[src/sed_pkg.sv]
// Purpose: Shared constants and types for the stream entry decode block.
// Assumes: AXI4-Lite register access with 32-bit data words.
// Notes:   Entry word layout is used by the decode block; register offsets by it and the bench.
package sed_pkg;

    // Register byte offsets.
    localparam logic [7:0] OFF_ENTRY_LO = 8'h00;
    localparam logic [7:0] OFF_ENTRY_HI = 8'h04;
    localparam logic [7:0] OFF_SELECT   = 8'h08;
    localparam logic [7:0] OFF_CONTROL  = 8'h0c;
    localparam logic [7:0] OFF_REQUEST  = 8'h10;
    localparam logic [7:0] OFF_STATUS   = 8'h14;
    localparam logic [7:0] OFF_ADDR_LO  = 8'h18;
    localparam logic [7:0] OFF_ADDR_HI  = 8'h1c;
    localparam logic [7:0] OFF_LEAF     = 8'h20;

    // Field positions inside the low entry word.
    localparam int ENT_VALID   = 0;
    localparam int ENT_CFG_LSB = 1;
    localparam int ENT_FMT_LSB = 4;
    localparam int ENT_CNT_LSB = 6;
    localparam int ENT_ATS_LSB = 11;
    localparam int ENT_STAGE2_FORMAT_64BIT  = 13;

    // Control register bit positions and value after reset.
    localparam int CTL_CHECK  = 0;
    localparam int CTL_S2P    = 1;
    localparam int CTL_SECURE_STAGE2_SUPPORT   = 2;
    localparam int CTL_S1P    = 3;
    localparam int CTL_EI     = 4;
    localparam int CTL_SECURE = 5;
    localparam logic [5:0] CTL_RESET = 6'h0e;

    // Status register bit positions and the request substream field position.
    localparam int ST_BUSY    = 0;
    localparam int ST_DONE    = 1;
    localparam int ST_EV_TREQ = 2;
    localparam int ST_EV_FORB = 3;
    localparam int ST_RES_LSB = 4;
    localparam int ST_S1      = 6;
    localparam int ST_S2      = 7;
    localparam int ST_TWO_LVL = 8;
    localparam int ST_INVALID = 9;
    localparam int REQ_SSID_LSB = 4;

    // Stream configuration and table format codes.
    localparam logic [2:0] CFG_BYPASS = 3'h4;
    localparam logic [1:0] FMT_L2_4K  = 2'h1;
    localparam logic [1:0] FMT_L2_64K = 2'h2;
    localparam int LEAF_4K_BITS  = 6;
    localparam int LEAF_64K_BITS = 10;
    localparam int CD_SHIFT      = 6;
    localparam int L1_SHIFT      = 3;
    localparam int ADDR_W        = 38;

    // Transaction kinds carried in the request register.
    localparam logic [1:0] KIND_PLAIN  = 2'h0;
    localparam logic [1:0] KIND_ATS    = 2'h1;
    localparam logic [1:0] KIND_TRANSL = 2'h2;

    // Verdict outcomes.
    typedef enum logic [1:0] {RES_FORWARD, RES_ABORT, RES_UR, RES_CA} sed_res_t;

    // Decision handed to the forwarding logic.
    typedef struct packed {
        sed_res_t            res;
        logic                invalid;
        logic                s1_en;
        logic                s2_en;
        logic                ev_bad_treq;
        logic                ev_forbidden;
        logic                two_level;
        logic [ADDR_W-1:0]   cd_addr;
        logic [9:0]          leaf_idx;
    } sed_verdict_t;

endpackage

[src/sed_entry_store.sv]
// Purpose: Small storage for stream table entries, two words each.
// Assumes: One write port per word half, one registered read port.
// Notes:   Read data lag the read index by one clock.
`timescale 1ns/1ps
module sed_entry_store #(
    parameter int ENTRIES = 4,
    parameter int IDX_W   = 2
) (
    input  wire logic             aclk,
    input  wire logic             aresetn,
    input  wire logic             we_lo,
    input  wire logic             we_hi,
    input  wire logic [IDX_W-1:0] idx,
    input  wire logic [31:0]      wdata,
    output logic      [31:0]      rd_lo,
    output logic      [31:0]      rd_hi
);
    import sed_pkg::*;

    logic [31:0] lo_mem [ENTRIES];
    logic [31:0] hi_mem [ENTRIES];

    // Storage writes; the array itself carries no reset.
    always_ff @(posedge aclk) begin
        if (we_lo) lo_mem[idx] <= wdata;
        if (we_hi) hi_mem[idx] <= wdata;
    end

    // Registered read of the selected entry.
    always_ff @(posedge aclk) begin
        if (!aresetn) begin
            rd_lo <= 32'h0;
            rd_hi <= 32'h0;
        end else begin
            rd_lo <= lo_mem[idx];
            rd_hi <= hi_mem[idx];
        end
    end
endmodule

[src/sed_decode.sv]
// Purpose: Stream table entry decode with AXI4-Lite register access.
// Assumes: Single clock aclk, synchronous active-low reset aresetn.
// Notes:   A request is decided three clocks after its register write.
// Overview of operation
// - Configuration 0b0xx blocks traffic with an abort and no event.
// - Configuration 0b100 passes traffic with both stages bypassed.
// - Configuration bits pick stage 1, stage 2 or both translating.
// - Without stage 2, configurations 0b11x make the entry illegal.
// - Secure entry 0b11x without secure stage 2 support is illegal.
// - Secure entry 0b11x with the 64-bit stage 2 flag clear is illegal.
// - Bypass denies ATS requests, and translated traffic when checking.
// - Bypass ignores the ATS enable field of the entry.
// - Bypass denials record bad request or translated-forbidden events.
// - Configuration 0b000 answers ATS requests with UR, no event.
// - Configuration 0b000 with checking aborts translated traffic silently.
// - Embedded storage without stage 1 reads stage 1 enable as zero.
// - Embedded storage without stage 2 reads stage 2 enable as zero.
// - Zero substream count points at one descriptor, ignoring format.
// - Linear table is indexed by substream bits count-1 down to 0.
// - Linear table pointer bits count+5 down to 6 are taken as zero.
// - Format 0b01 selects two-level tables with 4KB leaves.
// - Entry valid bit clear makes the entry invalid, others ignored.
// - Illegal entries behave exactly as entries with valid clear.
// - 4KB leaf tables are indexed by substream bits 5 down to 0.
//
// The AXI4-Lite interface to the registers and the register offsets were decided locally.
`timescale 1ns/1ps
module sed_decode #(
    parameter int ENTRIES = 4,
    parameter int SSID_W  = 20
) (
    input  wire logic                 aclk,
    input  wire logic                 aresetn,
    input  wire logic [7:0]           awaddr,
    input  wire logic [2:0]           awprot,
    input  wire logic                 awvalid,
    output logic                      awready,
    input  wire logic [31:0]          wdata,
    input  wire logic [3:0]           wstrb,
    input  wire logic                 wvalid,
    output logic                      wready,
    output logic [1:0]                bresp,
    output logic                      bvalid,
    input  wire logic                 bready,
    input  wire logic [7:0]           araddr,
    input  wire logic [2:0]           arprot,
    input  wire logic                 arvalid,
    output logic                      arready,
    output logic [31:0]               rdata,
    output logic [1:0]                rresp,
    output logic                      rvalid,
    input  wire logic                 rready,
    output sed_pkg::sed_verdict_t     verdict,
    output logic                      verdict_valid
);
    import sed_pkg::*;

    localparam int IDX_W = (ENTRIES > 1) ? $clog2(ENTRIES) : 1;

    // Refuse shapes the decode logic cannot serve.
    if (ENTRIES < 1 || ENTRIES > 256 || SSID_W < 1 || SSID_W > 20) begin : g_bad
        $error("sed_decode: ENTRIES or SSID_W out of range");
    end

    typedef enum {S_IDLE, S_FETCH, S_DECIDE} sed_state_t;

    // Byte-lane merge of a write into an older word.
    function automatic logic [31:0] merge(input logic [31:0] old,
                                          input logic [31:0] nw,
                                          input logic [3:0]  strb);
        logic [31:0] r;
        r = old;
        for (int b = 0; b < 4; b++) begin
            if (strb[b]) r[b*8 +: 8] = nw[b*8 +: 8];
        end
        return r;
    endfunction

    // Mask with the n lowest address bits set.
    function automatic logic [ADDR_W-1:0] low_mask(input int n);
        logic [ADDR_W-1:0] m;
        m = '0;
        for (int i = 0; i < ADDR_W; i++) m[i] = (i < n);
        return m;
    endfunction

    ////////////////////////////////////////////////////////////////////////
    // Register state.
    logic              aw_held_q, w_held_q, bvalid_q, rvalid_q;
    logic [7:0]        aw_addr_q;
    logic [31:0]       w_data_q, rdata_q;
    logic [3:0]        w_strb_q;
    logic [1:0]        bresp_q, rresp_q;
    logic [IDX_W-1:0]  sel_q;
    logic [5:0]        ctrl_q;
    logic [1:0]        kind_q;
    logic [SSID_W-1:0] ssid_q;
    logic              done_q, ev_treq_q, ev_forb_q, vvalid_q;
    sed_verdict_t      verdict_q;
    sed_state_t        state_q;
    logic [31:0]       ent_lo, ent_hi;

    ////////////////////////////////////////////////////////////////////////
    // Write channel decode.
    wire        do_write = aw_held_q & w_held_q & ~bvalid_q;
    wire [31:0] wmerged_lo = merge(ent_lo, w_data_q, w_strb_q);
    wire [31:0] wmerged_hi = merge(ent_hi, w_data_q, w_strb_q);
    wire        hit_lo  = aw_addr_q == OFF_ENTRY_LO;
    wire        hit_hi  = aw_addr_q == OFF_ENTRY_HI;
    wire        hit_sel = aw_addr_q == OFF_SELECT;
    wire        hit_ctl = aw_addr_q == OFF_CONTROL;
    wire        hit_req = aw_addr_q == OFF_REQUEST;
    wire        hit_st  = aw_addr_q == OFF_STATUS;
    wire        w_mapped = hit_lo | hit_hi | hit_sel | hit_ctl | hit_req
                         | hit_st;
    wire        start = do_write & hit_req & (state_q == S_IDLE);
    wire        w1c_done = do_write & hit_st & w_strb_q[0] & w_data_q[ST_DONE];
    wire        w1c_treq = do_write & hit_st & w_strb_q[0]
                         & w_data_q[ST_EV_TREQ];
    wire        w1c_forb = do_write & hit_st & w_strb_q[0]
                         & w_data_q[ST_EV_FORB];
    wire        ei_no_s1 = ctrl_q[CTL_EI] & ~ctrl_q[CTL_S1P];
    wire        ei_no_s2 = ctrl_q[CTL_EI] & ~ctrl_q[CTL_S2P];
    // Embedded storage drops enable bits of stages that are absent.
    wire [31:0] store_lo = wmerged_lo
                         & ~({31'h0, ei_no_s1} << (ENT_CFG_LSB))
                         & ~({31'h0, ei_no_s2} << (ENT_CFG_LSB + 1));

    assign awready = ~aw_held_q;
    assign wready  = ~w_held_q;
    assign bvalid  = bvalid_q;
    assign bresp   = bresp_q;

    // Address and data are caught in either order, answered after both.
    always_ff @(posedge aclk) begin
        if (!aresetn) begin
            aw_held_q <= 1'b0;
            w_held_q  <= 1'b0;
            aw_addr_q <= 8'h0;
            w_data_q  <= 32'h0;
            w_strb_q  <= 4'h0;
            bvalid_q  <= 1'b0;
            bresp_q   <= 2'h0;
        end else begin
            if (awvalid & ~aw_held_q) begin
                aw_held_q <= 1'b1;
                aw_addr_q <= awaddr;
            end
            if (wvalid & ~w_held_q) begin
                w_held_q <= 1'b1;
                w_data_q <= wdata;
                w_strb_q <= wstrb;
            end
            if (do_write) begin
                aw_held_q <= 1'b0;
                w_held_q  <= 1'b0;
                bvalid_q  <= 1'b1;
                bresp_q   <= w_mapped ? 2'h0 : 2'h2;
            end else if (bready) begin
                bvalid_q <= 1'b0;
            end
        end
    end

    // Software-owned selection, control and request fields.
    always_ff @(posedge aclk) begin
        if (!aresetn) begin
            sel_q  <= '0;
            ctrl_q <= CTL_RESET;
            kind_q <= KIND_PLAIN;
            ssid_q <= '0;
        end else begin
            if (do_write & hit_sel & w_strb_q[0]) sel_q <= w_data_q[IDX_W-1:0];
            if (do_write & hit_ctl & w_strb_q[0]) ctrl_q <= w_data_q[5:0];
            if (start) begin
                kind_q <= w_data_q[1:0];
                ssid_q <= w_data_q[REQ_SSID_LSB +: SSID_W];
            end
        end
    end

    // Entry storage for the selected stream.
    sed_entry_store #(
        .ENTRIES (ENTRIES),
        .IDX_W   (IDX_W)
    ) u_store (
        .aclk    (aclk),
        .aresetn (aresetn),
        .we_lo   (do_write & hit_lo),
        .we_hi   (do_write & hit_hi),
        .idx     (sel_q),
        .wdata   (hit_lo ? store_lo : wmerged_hi),
        .rd_lo   (ent_lo),
        .rd_hi   (ent_hi)
    );

    ////////////////////////////////////////////////////////////////////////
    // Entry field decode and legality.
    wire [2:0] ent_cfg = ent_lo[ENT_CFG_LSB +: 3];
    wire [1:0] ent_fmt = ent_lo[ENT_FMT_LSB +: 2];
    wire [4:0] ent_cnt = ent_lo[ENT_CNT_LSB +: 5];
    wire [1:0] ent_ats = ent_lo[ENT_ATS_LSB +: 2];
    wire       s2_cfg  = ent_cfg[2:1] == 2'h3;
    wire       secure  = ctrl_q[CTL_SECURE];
    wire       illegal = s2_cfg & (~ctrl_q[CTL_S2P]
                       | (secure & ~ctrl_q[CTL_SECURE_STAGE2_SUPPORT])
                       | (secure & ~ent_lo[ENT_STAGE2_FORMAT_64BIT]));
    wire       ent_ok  = ent_lo[ENT_VALID] & ~illegal;
    wire       is_off  = ent_ok & ~ent_cfg[2];
    wire       is_byp  = ent_ok & (ent_cfg == CFG_BYPASS);
    wire       is_xl   = ent_ok & ent_cfg[2] & ~is_byp;
    wire       check   = ctrl_q[CTL_CHECK];
    wire       k_ats   = kind_q == KIND_ATS;
    wire       k_tr    = kind_q == KIND_TRANSL;
    wire       k_pl    = ~k_ats & ~k_tr;

    // Outcome per kind; bypass never looks at the ATS enable field.
    wire sed_res_t res_pl = ent_cfg[2] & ent_ok ? RES_FORWARD : RES_ABORT;
    wire sed_res_t res_ats = ~ent_ok ? RES_CA
                           : (is_off | is_byp) ? RES_UR
                           : (ent_ats != 2'h0) ? RES_FORWARD : RES_UR;
    wire sed_res_t res_tr = ~ent_ok ? RES_ABORT
                          : (check & (is_off | is_byp)) ? RES_ABORT
                          : RES_FORWARD;
    wire ev_treq = k_ats & ent_ok & ~is_off
                 & (is_byp | (ent_ats == 2'h0));
    wire ev_forb = k_tr & check & is_byp;

    ////////////////////////////////////////////////////////////////////////
    // Context descriptor address.
    wire [ADDR_W-1:0] ptr_b  = {ent_hi, 6'h00};
    wire [ADDR_W-1:0] ssid_x = {{(ADDR_W-SSID_W){1'b0}}, ssid_q};
    wire [ADDR_W-1:0] sub    = ssid_x & low_mask(int'(ent_cnt));
    wire [ADDR_W-1:0] lin    = (ptr_b & ~low_mask(int'(ent_cnt) + CD_SHIFT))
                             | (sub << CD_SHIFT);
    wire              two_lvl = (ent_cnt != 5'h0)
                              & ((ent_fmt == FMT_L2_4K)
                              | (ent_fmt == FMT_L2_64K));
    wire [4:0]        leaf_n  = (ent_fmt == FMT_L2_4K) ? 5'(LEAF_4K_BITS)
                                                       : 5'(LEAF_64K_BITS);
    wire [ADDR_W-1:0] l1_base = (int'(ent_cnt) > int'(leaf_n) + L1_SHIFT)
                        ? ptr_b & ~low_mask(int'(ent_cnt) - int'(leaf_n)
                                            + L1_SHIFT)
                        : ptr_b;
    wire [ADDR_W-1:0] l1_addr = l1_base + ((sub >> leaf_n) << L1_SHIFT);
    wire [ADDR_W-1:0] leaf_m  = sub & low_mask(int'(leaf_n));
    wire [ADDR_W-1:0] cd_addr = (ent_cnt == 5'h0) ? ptr_b
                              : two_lvl ? l1_addr : lin;

    sed_verdict_t verdict_d;
    assign verdict_d.res = k_ats ? res_ats : k_tr ? res_tr : res_pl;
    assign verdict_d.invalid      = ~ent_ok;
    assign verdict_d.s1_en        = is_xl & ent_cfg[0];
    assign verdict_d.s2_en        = is_xl & ent_cfg[1];
    assign verdict_d.ev_bad_treq  = ev_treq;
    assign verdict_d.ev_forbidden = ev_forb;
    assign verdict_d.two_level    = two_lvl;
    assign verdict_d.cd_addr      = cd_addr;
    assign verdict_d.leaf_idx     = two_lvl ? leaf_m[9:0] : 10'h0;

    ////////////////////////////////////////////////////////////////////////
    // Sequencer: fetch the entry, decide, then publish.
    always_ff @(posedge aclk) begin
        if (!aresetn) begin
            state_q   <= S_IDLE;
            verdict_q <= '0;
            vvalid_q  <= 1'b0;
        end else begin
            vvalid_q <= 1'b0;
            unique case (state_q)
                S_IDLE:   if (start) state_q <= S_FETCH;
                S_FETCH:  state_q <= S_DECIDE;
                S_DECIDE: begin
                    verdict_q <= verdict_d;
                    vvalid_q  <= 1'b1;
                    state_q   <= S_IDLE;
                end
            endcase
        end
    end

    // Sticky status flags; a new event wins over a clear.
    always_ff @(posedge aclk) begin
        if (!aresetn) begin
            done_q    <= 1'b0;
            ev_treq_q <= 1'b0;
            ev_forb_q <= 1'b0;
        end else begin
            done_q    <= vvalid_q | (done_q & ~w1c_done);
            ev_treq_q <= (vvalid_q & verdict_q.ev_bad_treq)
                       | (ev_treq_q & ~w1c_treq);
            ev_forb_q <= (vvalid_q & verdict_q.ev_forbidden)
                       | (ev_forb_q & ~w1c_forb);
        end
    end

    assign verdict       = verdict_q;
    assign verdict_valid = vvalid_q;

    ////////////////////////////////////////////////////////////////////////
    // Read channel.
    wire [31:0] status_w = {22'h0, verdict_q.invalid, verdict_q.two_level,
                            verdict_q.s2_en, verdict_q.s1_en,
                            verdict_q.res, ev_forb_q, ev_treq_q, done_q,
                            state_q != S_IDLE};
    wire [31:0] rmux = (araddr == OFF_ENTRY_LO) ? ent_lo
                     : (araddr == OFF_ENTRY_HI) ? ent_hi
                     : (araddr == OFF_SELECT)   ? 32'(sel_q)
                     : (araddr == OFF_CONTROL)  ? {26'h0, ctrl_q}
                     : (araddr == OFF_REQUEST)  ? 32'h0
                     : (araddr == OFF_STATUS)   ? status_w
                     : (araddr == OFF_ADDR_LO)  ? verdict_q.cd_addr[31:0]
                     : (araddr == OFF_ADDR_HI)  ? {26'h0,
                                                  verdict_q.cd_addr[37:32]}
                     : (araddr == OFF_LEAF)     ? {22'h0, verdict_q.leaf_idx}
                     : 32'h0;
    wire r_mapped = araddr <= OFF_LEAF && araddr[1:0] == 2'h0;

    assign arready = ~rvalid_q;
    assign rvalid  = rvalid_q;
    assign rdata   = rdata_q;
    assign rresp   = rresp_q;

    // One read at a time, answered the clock after its address.
    always_ff @(posedge aclk) begin
        if (!aresetn) begin
            rvalid_q <= 1'b0;
            rdata_q  <= 32'h0;
            rresp_q  <= 2'h0;
        end else if (arvalid & ~rvalid_q) begin
            rvalid_q <= 1'b1;
            rdata_q  <= rmux;
            rresp_q  <= r_mapped ? 2'h0 : 2'h2;
        end else if (rready) begin
            rvalid_q <= 1'b0;
        end
    end
endmodule

[config.mk]
export PLATFORM = sky130hd
export DESIGN_NAME = sed_decode
export DESIGN_NICKNAME = d
export VERILOG_FILES = /design/src/sed_pkg.sv /design/src/sed_entry_store.sv /design/src/sed_decode.sv
export SDC_FILE = /design/constraint.sdc
export NUM_CORES = 1
export LEC_CHECK = 0
export BUFFER_PORTS_ARGS = -buffer_cell sky130_fd_sc_hd__buf_2
export CELL_PAD_IN_SITES_DETAIL_PLACEMENT = 0
export CELL_PAD_IN_SITES_GLOBAL_PLACEMENT = 1
export CORE_AREA = 4 4 218 220
export DETAILED_ROUTE_END_ITERATION = 10
export DIE_AREA = 0 0 222 224
export PLACE_DENSITY = 0.87
export SLEW_MARGIN = 0
export SYNTH_ARGS = -nofsm -noshare
export SYNTH_HDL_FRONTEND = slang
export SYNTH_SLANG_ARGS = --single-unit
[constraint.sdc]
create_clock -name aclk -period 6.1 [get_ports aclk]
set_clock_uncertainty 0.05 [all_clocks]
set_input_delay 0.915 -clock aclk [delete_from_list [all_inputs] [get_ports aclk]]
set_output_delay 0.915 -clock aclk [all_outputs]
set_load 0.005 [all_outputs]
### Word-level counts from Yosys, hierarchy flattened

Memory sizes are Yosys's and may differ from the RTL's. A register that Yosys moved wholly into a read port is not among the register bits.
Index checks and enable logic that the tools add are counted.

* bits in registers: 206
* memory bits (writable): 256
* input bits: 65
* output and inout bits: 98
* logic and storage cells: 320
* memories: 2

Memory list
* u_store.hi_mem: depth 4, width 32, read ports 1, clocked after Yosys merged registers in 1, wr ports 1, RTL line sed_entry_store.sv:21 `logic [31:0] hi_mem [ENTRIES];`
* u_store.lo_mem: depth 4, width 32, read ports 1, clocked after Yosys merged registers in 1, wr ports 1, RTL line sed_entry_store.sv:20 `logic [31:0] lo_mem [ENTRIES];`

* add/sub/neg operators: 5
* $lt $le $gt $ge: 119
* equality and inequality tests: 22
* shift operators: 1
* multiplexer cells: 44
* bitwise gates (word level): 83
* reduce and logical (&&, ||, !) cells: 16

Operator list (number)
* 32-bit 2-to-1 mux: 9
* 38-bit 2-to-1 mux: 3
* 6-bit by 7-bit less-than comparator with 1-bit output (first input constant): 16
* 5-bit by 6-bit less-than comparator with 1-bit output (first input constant): 16
* 32-bit case mux with 3 select lines: 1
* 38-bit AND: 2
* 38-bit NOT: 2
* 5-bit less-than comparator (first input constant): 15
* 32-bit AND: 2
* 32-bit zero test: 2
* 8-bit 2-to-1 mux: 8
* 5-bit by 7-bit less-than comparator with 1-bit output (first input constant): 8
* 8-bit by 5-bit equality test with 1-bit output (second input constant): 6
* 4-bit by 6-bit less-than comparator with 1-bit output (first input constant): 8
* 1-bit AND: 42
* 7-bit less-than comparator (first input constant): 6
* 4-bit by 5-bit less-than comparator with 1-bit output (first input constant): 8
* 38-bit adder: 1
* 38-bit by 37-bit bitwise OR with 38-bit output: 1
* 6-bit less-than comparator (first input constant): 6
* 31-bit by 4-bit >> shifter with 35-bit output: 1
* 32-bit by 1-bit equality test with 1-bit output (second input constant): 1
* 32-bit by 2-bit equality test with 1-bit output (second input constant): 1
* 8-bit by 4-bit equality test with 1-bit output (second input constant): 4
* 45 further kinds: 121

### Depth between registers and ports, before layout

Gate-level depths: netlist of the first run.

* depth after elaboration: 14
* depth in mapped cells: 25
* gate-level depth less buffers: 24

### By module

A second synthesis of the first run with hierarchy kept.

* cells, all modules: 2005
* area, all modules: 22108.7 um^2

By module, submodules not included
* sed_entry_store: times used 1, cells an instance 551, area an instance 11133.2 um^2, sequential area each 8968.6 um^2
* sed_decode: times used 1, cells an instance 1454, area an instance 10975.5 um^2, sequential area each 3423.3 um^2

### Worst setup path after synthesis of the first run

OpenSTA, ideal clock, no wires.

* path kind: reg2reg
* start: register u_store.rd_lo[7] (read register of u_store.lo_mem)
* end: register verdict_q, in the netlist verdict[40]
* library setup time: 0.079 ns
* arrival time: 5.435 ns
* data required time: 5.971 ns
* path slack: 0.536 ns
* stages on the path, launching flop included: 22
* buffers on the path: 2
* period minus slack after synthesis: 5.564 ns
* cell sequence: dfxtp_1 > clkbuf_1 > inv_1 > fa_1 > clkbuf_2 > a211o_1 > a2111oi_4 > and2_1 > nor2_1 > nor2_1 > nor2_1 > ha_1 > fa_1 > a211o_1 > a2111oi_1 > o31ai_1 > a31o_2 > a21o_1 > and4bb_4 > and2_1 > a2111o_1 > o211ai_1

* cells in the longest elaborated chain, start to end: 9
* elaborated cells on any way between the ends: 81
* classes of those cells: add/sub: 4; order compare: 64; shift: 1; mux: 3; bitwise: 7; reduce/logical: 2

Ends and longest elaborated chain
* start: declaration: RTL line sed_entry_store.sv:15 `output logic [31:0] rd_lo,`
* 5-bit by 4-bit subtractor with 6-bit output: RTL line sed_decode.sv:242 `? ptr_b & ~low_mask(int'(ent_cnt) - int'(leaf_n)`
* 6-bit by 3-bit adder with 7-bit output: RTL line sed_decode.sv:243 `+ L1_SHIFT)`
* 1-bit by 7-bit less-than comparator with 1-bit output (tied with other cells): RTL line sed_decode.sv:83 `for (int i = 0; i < ADDR_W; i++) m[i] = (i < n);`
* 38-bit NOT: RTL line sed_decode.sv:242
* 38-bit AND: RTL line sed_decode.sv:242
* 38-bit 2-to-1 mux: RTL line sed_decode.sv:242
* 38-bit adder: RTL line sed_decode.sv:245 `wire [ADDR_W-1:0] l1_addr = l1_base + ((sub >> leaf_n) << L1_SHIFT);`
* 38-bit 2-to-1 mux: RTL line sed_decode.sv:248 `: two_lvl ? l1_addr : lin;`
* 38-bit 2-to-1 mux *: RTL line sed_decode.sv:247 `wire [ADDR_W-1:0] cd_addr = (ent_cnt == 5'h0) ? ptr_b`
* end signal: assignment: RTL line sed_decode.sv:274 `verdict_q <= verdict_d;`
* end: declaration: RTL line sed_decode.sv:99 `sed_verdict_t verdict_q;`

Mark *: on every way between the ends. The rest lies on a longest branch, timed or not.
A chain may end at the register's enable or synchronous reset.

### Final worst setup path of the first run

* start: register u_store.rd_lo[5] (read register of u_store.lo_mem)
* end: register verdict_q, in the netlist verdict[40]

* cells in the longest elaborated chain, start to end: 11
* elaborated cells on any way between the ends: 47
* classes of those cells: add/sub: 4; order compare: 32; eq/ne: 2; shift: 1; mux: 4; bitwise: 4

Ends and longest elaborated chain
* 2-bit by 1-bit equality test with 1-bit output: RTL line sed_decode.sv:237, sed_decode.sv:239
* 4-bit 2-to-1 mux: RTL line sed_decode.sv:239 `wire [4:0] leaf_n = (ent_fmt == FMT_L2_4K) ? 5'(LEAF_4K_BITS)`
* 5-bit by 4-bit subtractor with 6-bit output: RTL line sed_decode.sv:242
* 6-bit by 3-bit adder with 7-bit output: RTL line sed_decode.sv:243
* 1-bit by 7-bit less-than comparator with 1-bit output (tied with other cells): RTL line sed_decode.sv:83
* 38-bit NOT: RTL line sed_decode.sv:242
* 38-bit AND: RTL line sed_decode.sv:242
* 38-bit 2-to-1 mux: RTL line sed_decode.sv:242
* 38-bit adder: RTL line sed_decode.sv:245
* 38-bit 2-to-1 mux *: RTL line sed_decode.sv:248
* 38-bit 2-to-1 mux *: RTL line sed_decode.sv:247

Marked as above.

==> results of run 1 <==
[registers in the layout, indices dropped and copies added (netlist names), 6 cells and up]
| name | cells |
|---|---|
| u_store.rd_lo | 32 |
| u_store.hi_mem | 128 |
| u_store.lo_mem | 128 |
| u_store.rd_hi | 32 |
| aw_addr_q | 8 |
| ctrl_q | 6 |
| rdata | 32 |
| w_data_q | 32 |
| verdict | 53 |
| ssid_q | 20 |
[synth_stat cells (all sizes together) (13+ instances only)]
| library cell | instances | area share, % |
|---|---|---|
| a21boi | 69 | 2.3 |
| a21o | 18 | 0.61 |
| a21oi | 72 | 1.7 |
| a222oi | 29 | 1.3 |
| a22oi | 14 | 0.47 |
| a31oi | 26 | 0.73 |
| and2 | 76 | 2.1 |
| buf | 25 | 0.62 |
| clkbuf | 101 | 1.7 |
| dfxtp | 235 | 21 |
| edfxtp | 256 | 35 |
| ha | 33 | 1.9 |
| inv | 34 | 0.57 |
| mux2i | 45 | 2.0 |
| mux4 | 65 | 6.6 |
| nand2 | 295 | 5.0 |
| nand3 | 30 | 0.70 |
| nand4 | 13 | 0.46 |
| nor2 | 89 | 1.5 |
| nor2b | 37 | 1.0 |
| nor3 | 26 | 0.59 |
| o211a | 29 | 1.3 |
| o211ai | 27 | 0.93 |
| o21a | 15 | 0.51 |
| o21ai | 140 | 3.2 |
| xnor2 | 15 | 0.66 |
[power by group through the flow]
stage	combinational (mW)	clock (mW)	sequential [mW]
after global placement	0.597	0	3.73
after detailed placement	0.612	0	3.73
after CTS	0.617	3.08	3.66
after floorplan	0.381	0	3.69
final	0.624	3.04	3.66
after global routing	0.675	3.23	3.67
[cell families after synthesis]
kind of cell,after synthesis,share of synthesized area (%)
and+or+nand+nor,613,13.0
AOI/OAI and AO/OA,517,16.3
DFF,491,55.8
buffers and inverters,161,2.92
muxes,111,8.67
adders and majority gates,35,2.04
xor gates and xnor gates,26,1.23
other,1,0.0169
[layout make-up]
cell class	count	area [um2]	area share, %
sequential	491	12400	48.5
multi-input combinational	1308	9260	36.2
timing repair buffer	239	1420	5.56
clock buffer	66	1340	5.24
tap	600	751	2.94
clock inverter	25	273	1.07
inverter	35	131	0.514
[worst min-delay path by stage]
stage                                     end  slack (ps)                 startpoint  cells after the start
finish                 ssid_q[3]$_SDFFE_PN0P_         420     ssid_q[3]$_SDFFE_PN0P_                      2
global route        w_data_q[24]$_SDFFE_PN0P_         430  w_data_q[24]$_SDFFE_PN0P_                      2
CTS                   ssid_q[11]$_SDFFE_PN0P_         420    ssid_q[11]$_SDFFE_PN0P_                      2
detailed placement    ssid_q[11]$_SDFFE_PN0P_         410    ssid_q[11]$_SDFFE_PN0P_                      2
global placement       ssid_q[2]$_SDFFE_PN0P_         400     ssid_q[2]$_SDFFE_PN0P_                      2
floorplan              ssid_q[4]$_SDFFE_PN0P_         390     ssid_q[4]$_SDFFE_PN0P_                      2
[per-layer routing]
metal,vias up,GRT usage [%],share of wire (%)
met5,-,0,0
met4,0,10.1,4.0
met3,126,4.49,8.5
met2,817,44.0,47
met1,8368,37.4,41
li1,7606,-,-
[what timing repair did]
action,in CTS,in global routing
endpoints found under the setup margin,0,6
resized for setup,0,2
setup buffers,0,0
[worst reg2reg max path: cells and delay by family, from the launching register on]
kind	cells	cell delay, ps
buffers and inverters	5	580
adder cells (fa/ha/maj)	5	1400
AO/OA/AOI/OAI	10	2510
AND/OR/NAND/NOR	6	910
flip-flops	1	310
[metrics by stage]
stage                     total power, mW  area [um2]  std cells  setup WS, ps  utilization, %
final                                7.33       25600       2764           255            56.5
after floorplan                      4.07       22200       1960           536               -
after global routing                 7.57       25600       2764          19.1            56.5
after detailed placement             4.34       24000       2673           246            52.9
after CTS                            7.36       25600       2764           239            56.5
after global placement               4.32       24000       2673           306            52.9
==> impl_metrics.json, run 1 <==
{
  "status": "finished, final reports clean",
  "layout.nets": 2224,
  "critical-path-top-delay-family": "compound AO/OA/AOI/OAI gates",
  "core_area_mm2": 0.0453,
  "clockRootBuffer": "sky130_fd_sc_hd__clkbuf_16",
  "global_route.usage.total_pct": 27.2,
  "critical_path.slowest_cell": "sky130_fd_sc_hd__fa_1",
  "power.density_mw_per_mm2": 287,
  "fin_crit_sh_pct": 95.8,
  "grt_pass1_vias": 16474,
  "cp_num_buf_inv": 5,
  "critical_path.endpoint": "verdict[40]$_SDFFE_PN0P_",
  "tightest_slew_ps": 1150,
  "synth.yosys.seq_area_share_pct": 55.8,
  "htreeDepth": 2,
  "drive_gt1_share_pct": 19.7,
  "fill_cells": 3714,
  "dieArea_mm2": 0.0497,
  "syn_inst": 1955,
  "synth.lib_cells_used.distinct": 95,
  "timing.critical_path.from_type": "flip-flop",
  "grt_max_degree": 112,
  "synth.yosys.warnings": 0,
  "synth.ff_latch_count": 491,
  "end_kind": "flip-flop",
  "critical_path_required_ps": 6560,
  "floorplan.io_pins": 163,
  "core.rowCount": 78,
  "internal_power_mw": 5.53,
  "holdWs_ps": 416,
  "cts-buffers-inserted": 49,
  "route.final.wire_length_mm": 69.6,
  "p_seq_share_pct": 50.0,
  "synth_ff_type": "sky130_fd_sc_hd__edfxtp_1",
  "final_max_slew_viol_count": 0,
  "final-setup-viol-count": 0,
  "crit_fanout": 4,
  "synth_enable_flop_cells": 256,
  "power.share.clock_pct": 41.5,
  "ctsHoldBuffers": 0,
  "cp.depth": 26,
  "avgRoutedWirePerCell_um": 25.2,
  "first_drt_iteration_drcs": 2205,
  "worst_setup_hold_path_clk_slew_ps": 60,
  "vias": 16917,
  "tritoncts": "built",
  "arrival_ps": 6300,
  "power.ir.vdd_worst_mv": 0.199,
  "area_delta_synth_final_pct": 15.1,
  "gp_congestion": 0.978,
  "timing.critical_path.from": "u_store.rd_lo[5]$_SDFF_PN0_",
  "die-height_um": 224,
  "worstReg2RegEnd": "verdict[40]$_SDFFE_PN0P_",
  "layout_commonest_cell": "sky130_fd_sc_hd__nand2_1",
  "post_drt_via_cell_ratio": 6.12,
  "maxClockFrequency_ghz": 0.171,
  "leading_cell_types_in_the_layout_fill_and_taps_excluded": "294 x sky130_fd_sc_hd__nand2_1, 256 x sky130_fd_sc_hd__edfxtp_1, 233 x sky130_fd_sc_hd__dfxtp_1, 150 x sky130_fd_sc_hd__buf_2, 135 x sky130_fd_sc_hd__o21ai_0",
  "ctsLongestPathBuffers": 3,
  "power.share.combinational_pct": 8.5,
  "hold_class": "flip-flop to flip-flop",
  "fin_crit_ps": 5840,
  "crit_path_max_incr_delay_ps": 440,
  "post-dp-hpwl_mm": 47.9,
  "die-width_um": 222,
  "netlist_area_mm2": 0.0222,
  "syn-mean-instance-area_um2": 11.4,
  "reg2reg_from": "u_store.rd_lo[5]$_SDFF_PN0_",
  "hold_violation_total_from_the_final_report": 0,
  "diodes": 0,
  "worst_skew_pair.late_latency_ps": 600,
  "antenna_violating_nets_post_route": 0,
  "drv_cap": 0,
  "grt_antenna_before_repair": 1,
  "drc": 0,
  "cts.sink_count": 491,
  "rsz0062_at_grt": "no",
  "portBuffers": 151,
  "initial_core_util_pct": 49.1,
  "postSynth.asyncResetShare_pct": 0,
  "worst_max_slew_margin_expressed_relative_to_the_limit_pct": 22.8,
  "power.share.switching_pct": 24.6,
  "leakage_nw": 9.67,
  "total_switching_power_mw": 1.80,
  "reg2reg_slack_ps": 260,
  "worstRegToRegCells": 26,
  "timing.setup.tns_ps": 0,
  "drt_first_pass_iters": 6,
  "worstSetupPathType": "flip-flop to flip-flop",
  "grt-ovfl-total": 0,
  "wire_length_of_the_first_global_routing_pass_mm": 104
}
Power figures use the tool's default switching activity.
==> run 2, diff against run 1 <==
Settings changed: CORE_AREA 4 4 218 220 to 4 4 280 172, DIE_AREA 0 0 222 224 to 0 0 284 176.
==> impl_metrics.json, run 2 (synthesis gave the netlist of run 1 again) <==
{
  "status": "finished, final reports clean",
  "hold_class": "flip-flop to flip-flop",
  "drt_first_pass_iters": 10,
  "area_delta_synth_final_pct": 15.3,
  "crit_path_max_incr_delay_ps": 420,
  "setup_slack_ps": 205,
  "post-dp-hpwl_mm": 52.6,
  "route.final.wire_length_mm": 73.5,
  "global_route.usage.total_pct": 28.7,
  "totalPowerFinal_mw": 7.10,
  "crit_fanout": 6,
  "end_kind": "flip-flop",
  "fin_crit_sh_pct": 96.6,
  "maxClockFrequency_ghz": 0.170,
  "grt_pass1_vias": 16358,
  "critical_path_required_ps": 6550,
  "leading_cell_types_in_the_layout_fill_and_taps_excluded": "294 x sky130_fd_sc_hd__nand2_1, 256 x sky130_fd_sc_hd__edfxtp_1, 233 x sky130_fd_sc_hd__dfxtp_1, 150 x sky130_fd_sc_hd__buf_2, 135 x sky130_fd_sc_hd__o21ai_0",
  "critical-path-top-delay-family": "compound AO/OA/AOI/OAI gates",
  "post_drt_via_cell_ratio": 6.25,
  "dieArea_mm2": 0.0500,
  "timing.critical_path.from_type": "flip-flop",
  "ctsLongestPathBuffers": 3,
  "power.ir.vdd_worst_mv": 0.260,
  "initial_core_util_pct": 48.6,
  "drc": 0,
  "wire_length_of_the_first_global_routing_pass_mm": 108,
  "layout_commonest_cell": "sky130_fd_sc_hd__nand2_1",
  "numPlacedInstances": 2690,
  "core_area_mm2": 0.0457,
  "worstSetupPathType": "flip-flop to flip-flop",
  "layout.nets": 2240,
  "htreeDepth": 2,
  "pre_cts_ws_ps": 95.0,
  "avgRoutedWirePerCell_um": 26.5,
  "cts.sink_count": 491,
  "final_max_slew_viol_count": 0,
  "drive_gt1_share_pct": 20.0,
  "hold_violation_total_from_the_final_report": 0,
  "portBuffers": 151,
  "core.rowCount": 61,
  "power.density_mw_per_mm2": 277,
  "worst_skew_pair.late_latency_ps": 570,
  "gp_congestion": 1.03,
  "first_drt_iteration_drcs": 2872,
  "final-setup-viol-count": 0,
  "cts-buffers-inserted": 45,
  "tritoncts": "built",
  "grt-ovfl-total": 0,
  "fin_crit_ps": 5900,
  "grt_antenna_before_repair": 4,
  "cp_num_buf_inv": 4,
  "die-height_um": 176,
  "diodes": 0,
  "die-width_um": 284,
  "antenna_violating_nets_post_route": 0,
  "worst_max_slew_margin_expressed_relative_to_the_limit_pct": 18.1,
  "ctsHoldBuffers": 0,
  "arrival_ps": 6340,
  "grt_max_degree": 114,
  "leakage_nw": 9.68,
  "vias": 17337,
  "floorplan.io_pins": 163,
  "final_cells": 2775,
  "drv_cap": 0,
  "critPathMostFrequentCell": "sky130_fd_sc_hd__ha_1",
  "critical_path.slowest_cell": "sky130_fd_sc_hd__fa_1",
  "clockRootBuffer": "sky130_fd_sc_hd__clkbuf_16",
  "worst_setup_hold_path_clk_slew_ps": 70,
  "tightest_slew_ps": 1220
}
[run 2: cell types whose count changed in the layout (fill, tap and decap cells not counted), sizes merged]
cell      previous run  this run
buf                239       259
bufinv               4         2
clkbuf              66        69
clkinv              14        11
clkinvlp             4         1
inv                 38        36
[run 2: cell type report]
class                      instances  area (um2)
inverter                          35         131
clock inverter                    15         163
sequential                       491       12400
fill                            3827       20100
multi-input combinational       1308        9320
timing repair buffer             259        1590
clock buffer                      69        1270
tap                              598         748
[run 2: repair_timing]
item                       in CTS  in global routing
resized for setup               0                  8
buffers inserted                0                  1
setup endpoints to repair       0                 12
[run 2: report_power, final]
group	total [mW]	switching, mW	internal [mW]
clock network	2.78	1.25	1.53
registers	3.67	0.0985	3.58
logic	0.645	0.414	0.231
[run 2: per-layer routing]
layer  track usage [%]  share of wire, %
met5                 0                 0
met4              7.91               3.0
met3              7.79                13
met2              41.5                42
met1              42.8                42
[run 2: worst paths after layout]
check | startpoint | end | slack, ps | cells past startpoint
setup / recovery | u_store.rd_lo[5]$_SDFF_PN0_ | verdict[40]$_SDFFE_PN0P_ | 200 | 25
hold / removal | w_data_q[26]$_SDFFE_PN0P_ | w_data_q[26]$_SDFFE_PN0P_ | 420 | 2
setup reg to reg | u_store.rd_lo[5]$_SDFF_PN0_ | verdict[40]$_SDFFE_PN0P_ | 200 | 25
hold reg to reg | w_data_q[26]$_SDFFE_PN0P_ | w_data_q[26]$_SDFFE_PN0P_ | 420 | 2
[run 2: tightest hold or removal path, stage by stage, from the launching register on]
cell and delay (ps):
sky130_fd_sc_hd__dfxtp_1 310, sky130_fd_sc_hd__nand2_1 50, sky130_fd_sc_hd__a21boi_0 60
[run 2: per-stage QoR]
step | hold WS [ps] | instance area [um2] | setup TNS, ps | util [%]
after floorplan | 389 | 22200 | 0 | -
after global placement | 404 | 24100 | 0 | 52.8
after detailed placement | 413 | 24100 | 0 | 52.8
after CTS | 421 | 25600 | 0 | 55.9
after global routing | 442 | 25600 | -43.6 | 56.0
final | 418 | 25600 | 0 | 56.0
==> run 3, diff against run 2 <==
Settings changed: RECOVER_POWER set to 100.
==> impl_metrics.json, run 3 (synthesis gave the netlist of run 1 again) <==
{
  "status": "finished with violations",
  "failed_checks": "capacitance limit, slew limit",
  "avgRoutedWirePerCell_um": 26.5,
  "floorplan.io_pins": 163,
  "pre_cts_ws_ps": 95.0,
  "power.ir.vdd_worst_mv": 0.260,
  "portBuffers": 151,
  "hold-path-cell-count": 2,
  "hold_class": "flip-flop to flip-flop",
  "crit_path_max_incr_delay_ps": 410,
  "reg2reg_slack_ps": 200,
  "totalPowerFinal_mw": 7.11,
  "global_route.usage.total_pct": 28.7,
  "cp_num_buf_inv": 4,
  "power.share.combinational_pct": 9.1,
  "fin_crit_sh_pct": 96.8,
  "antenna_violating_nets_post_route": 0,
  "timing.setup.tns_ps": 0,
  "wire_length_of_the_first_global_routing_pass_mm": 108,
  "fill_cells": 3881,
  "post_drt_via_cell_ratio": 6.28,
  "tightest_slew_ps": 4080,
  "initial_core_util_pct": 48.6,
  "post-dp-hpwl_mm": 52.6,
  "maxClockFrequency_ghz": 0.169,
  "layout.nets": 2240,
  "grt_pass1_vias": 16358,
  "layout_commonest_cell": "sky130_fd_sc_hd__nand2_1",
  "arrival_ps": 6350,
  "vias": 17419,
  "leakage_nw": 9.33,
  "power.density_mw_per_mm2": 280,
  "end_kind": "flip-flop",
  "p_seq_share_pct": 51.7,
  "worst_skew_pair.late_latency_ps": 570,
  "hold_violation_total_from_the_final_report": 0,
  "crit_fanout": 6,
  "leading_cell_types_in_the_layout_fill_and_taps_excluded": "294 x sky130_fd_sc_hd__nand2_1, 256 x sky130_fd_sc_hd__edfxtp_1, 234 x sky130_fd_sc_hd__dfxtp_1, 135 x sky130_fd_sc_hd__o21ai_0, 94 x sky130_fd_sc_hd__buf_4",
  "worst_setup_hold_path_clk_slew_ps": 70,
  "gp_congestion": 1.03,
  "final-setup-viol-count": 0,
  "layout.area.seq_mm2": 0.0124,
  "diodes": 0,
  "clockRootBuffer": "sky130_fd_sc_hd__clkbuf_16",
  "worst_max_slew_margin_expressed_relative_to_the_limit_pct": -172,
  "cts-buffers-inserted": 45,
  "critical_path.slowest_cell": "sky130_fd_sc_hd__fa_1",
  "holdWs_ps": 418,
  "fin_crit_ps": 5900,
  "first_drt_iteration_drcs": 2902,
  "grt_max_degree": 114,
  "core.rowCount": 61,
  "critical_path_required_ps": 6550,
  "die-width_um": 284,
  "htreeDepth": 2,
  "grt-ovfl-total": 0,
  "drv_cap": 12,
  "setup_slack_ps": 195,
  "worstReg2RegEnd": "verdict[40]$_SDFFE_PN0P_",
  "power.share.clock_pct": 39.2,
  "drive_gt1_share_pct": 16.2,
  "worst_hold_startpoint": "w_data_q[26]$_SDFFE_PN0P_",
  "core_area_mm2": 0.0457,
  "critPathMostFrequentCell": "sky130_fd_sc_hd__ha_1",
  "total_switching_power_mw": 1.76,
  "internal_power_mw": 5.34,
  "reg2reg_from": "u_store.rd_lo[5]$_SDFF_PN0_",
  "ctsLongestPathBuffers": 3,
  "drt_first_pass_iters": 9,
  "dieArea_mm2": 0.0500,
  "multi_input_area_mm2": 0.00925,
  "tritoncts": "built",
  "final_max_slew_viol_count": 440,
  "critical-path-top-delay-family": "compound AO/OA/AOI/OAI gates",
  "worstRegToRegCells": 25,
  "cts.sink_count": 491,
  "grt_antenna_before_repair": 4,
  "area_delta_synth_final_pct": 14.4,
  "power.share.switching_pct": 24.8,
  "drc": 0,
  "timing.hold.worst_endpoint": "w_data_q[26]$_SDFFE_PN0P_",
  "die-height_um": 176,
  "worstSetupPathType": "flip-flop to flip-flop",
  "route.final.wire_length_mm": 73.5,
  "timing.critical_path.from_type": "flip-flop"
}
-- run 3: cell count changes in the layout (fill, tap and decap cells not counted), sizes merged --
cell,before,now
buf,259,181
clkbuf,69,147
-- run 3: power by group through the flow --
stage / clock network (mW) / registers (mW) / logic, mW
after floorplan: 0 / 3.69 / 0.381
after global placement: 0 / 3.74 / 0.611
after detailed placement: 0 / 3.74 / 0.624
after CTS: 2.81 / 3.67 / 0.627
after global routing: 2.95 / 3.68 / 0.695
final: 2.78 / 3.67 / 0.648
-- run 3: how the worst max path moves through the flow --
stage | cells after the start | start | slack [ps] | endpoint
floorplan | 21 | u_store.rd_lo[7]$_SDFF_PN0_ | 540 | verdict[40]$_SDFFE_PN0P_
global placement | 25 | u_store.rd_lo[5]$_SDFF_PN0_ | 150 | verdict[40]$_SDFFE_PN0P_
detailed placement | 25 | u_store.rd_lo[5]$_SDFF_PN0_ | 90 | verdict[40]$_SDFFE_PN0P_
CTS | 25 | u_store.rd_lo[5]$_SDFF_PN0_ | 50 | verdict[40]$_SDFFE_PN0P_
global route | 25 | u_store.rd_lo[5]$_SDFF_PN0_ | -40 | verdict[40]$_SDFFE_PN0P_
finish | 25 | u_store.rd_lo[5]$_SDFF_PN0_ | 200 | verdict[40]$_SDFFE_PN0P_
-- run 3: routing by layer --
metal,GRT usage [%],vias to the layer above,wire [um]
li1,-,7645,-
met1,42.8,8530,31600
met2,41.5,1089,30400
met3,7.79,155,9250
met4,7.91,0,2240
met5,0,-,0
-- run 3: worst min-delay path: cells and delay by family, from the launching register on --
family,cells,cell delay (ps)
flip-flops,1,310
AO/OA/AOI/OAI,1,60
AND/OR/NAND/NOR,1,50
-- run 3: per-stage QoR --
step | instance area (um2) | util [%] | std cells
6_report | 25400 | 55.6 | 2775
5_1_grt | 25400 | 55.6 | 2775
4_1_cts | 25600 | 55.9 | 2774
3_5_place_dp | 24100 | 52.8 | 2690
3_3_place_gp | 24100 | 52.8 | 2690
2_1_floorplan | 22200 | - | 1960
-- run 3: cell type report --
class | instances | share of cell area (%)
Sequential cell | 491 | 48.8
Tap cell | 598 | 2.94
Clock buffer | 69 | 4.99
Clock inverter | 15 | 0.640
Multi-Input combinational cell | 1308 | 36.4
Timing Repair Buffer | 259 | 5.75
Inverter | 35 | 0.517
-- run 3: repair_timing --
action	4_1_cts	5_1_grt
endpoints found under the hold margin	0	0
gates resized for setup	0	8
setup buffers	0	1
hold buffers	0	0
endpoints found under the setup margin	0	12
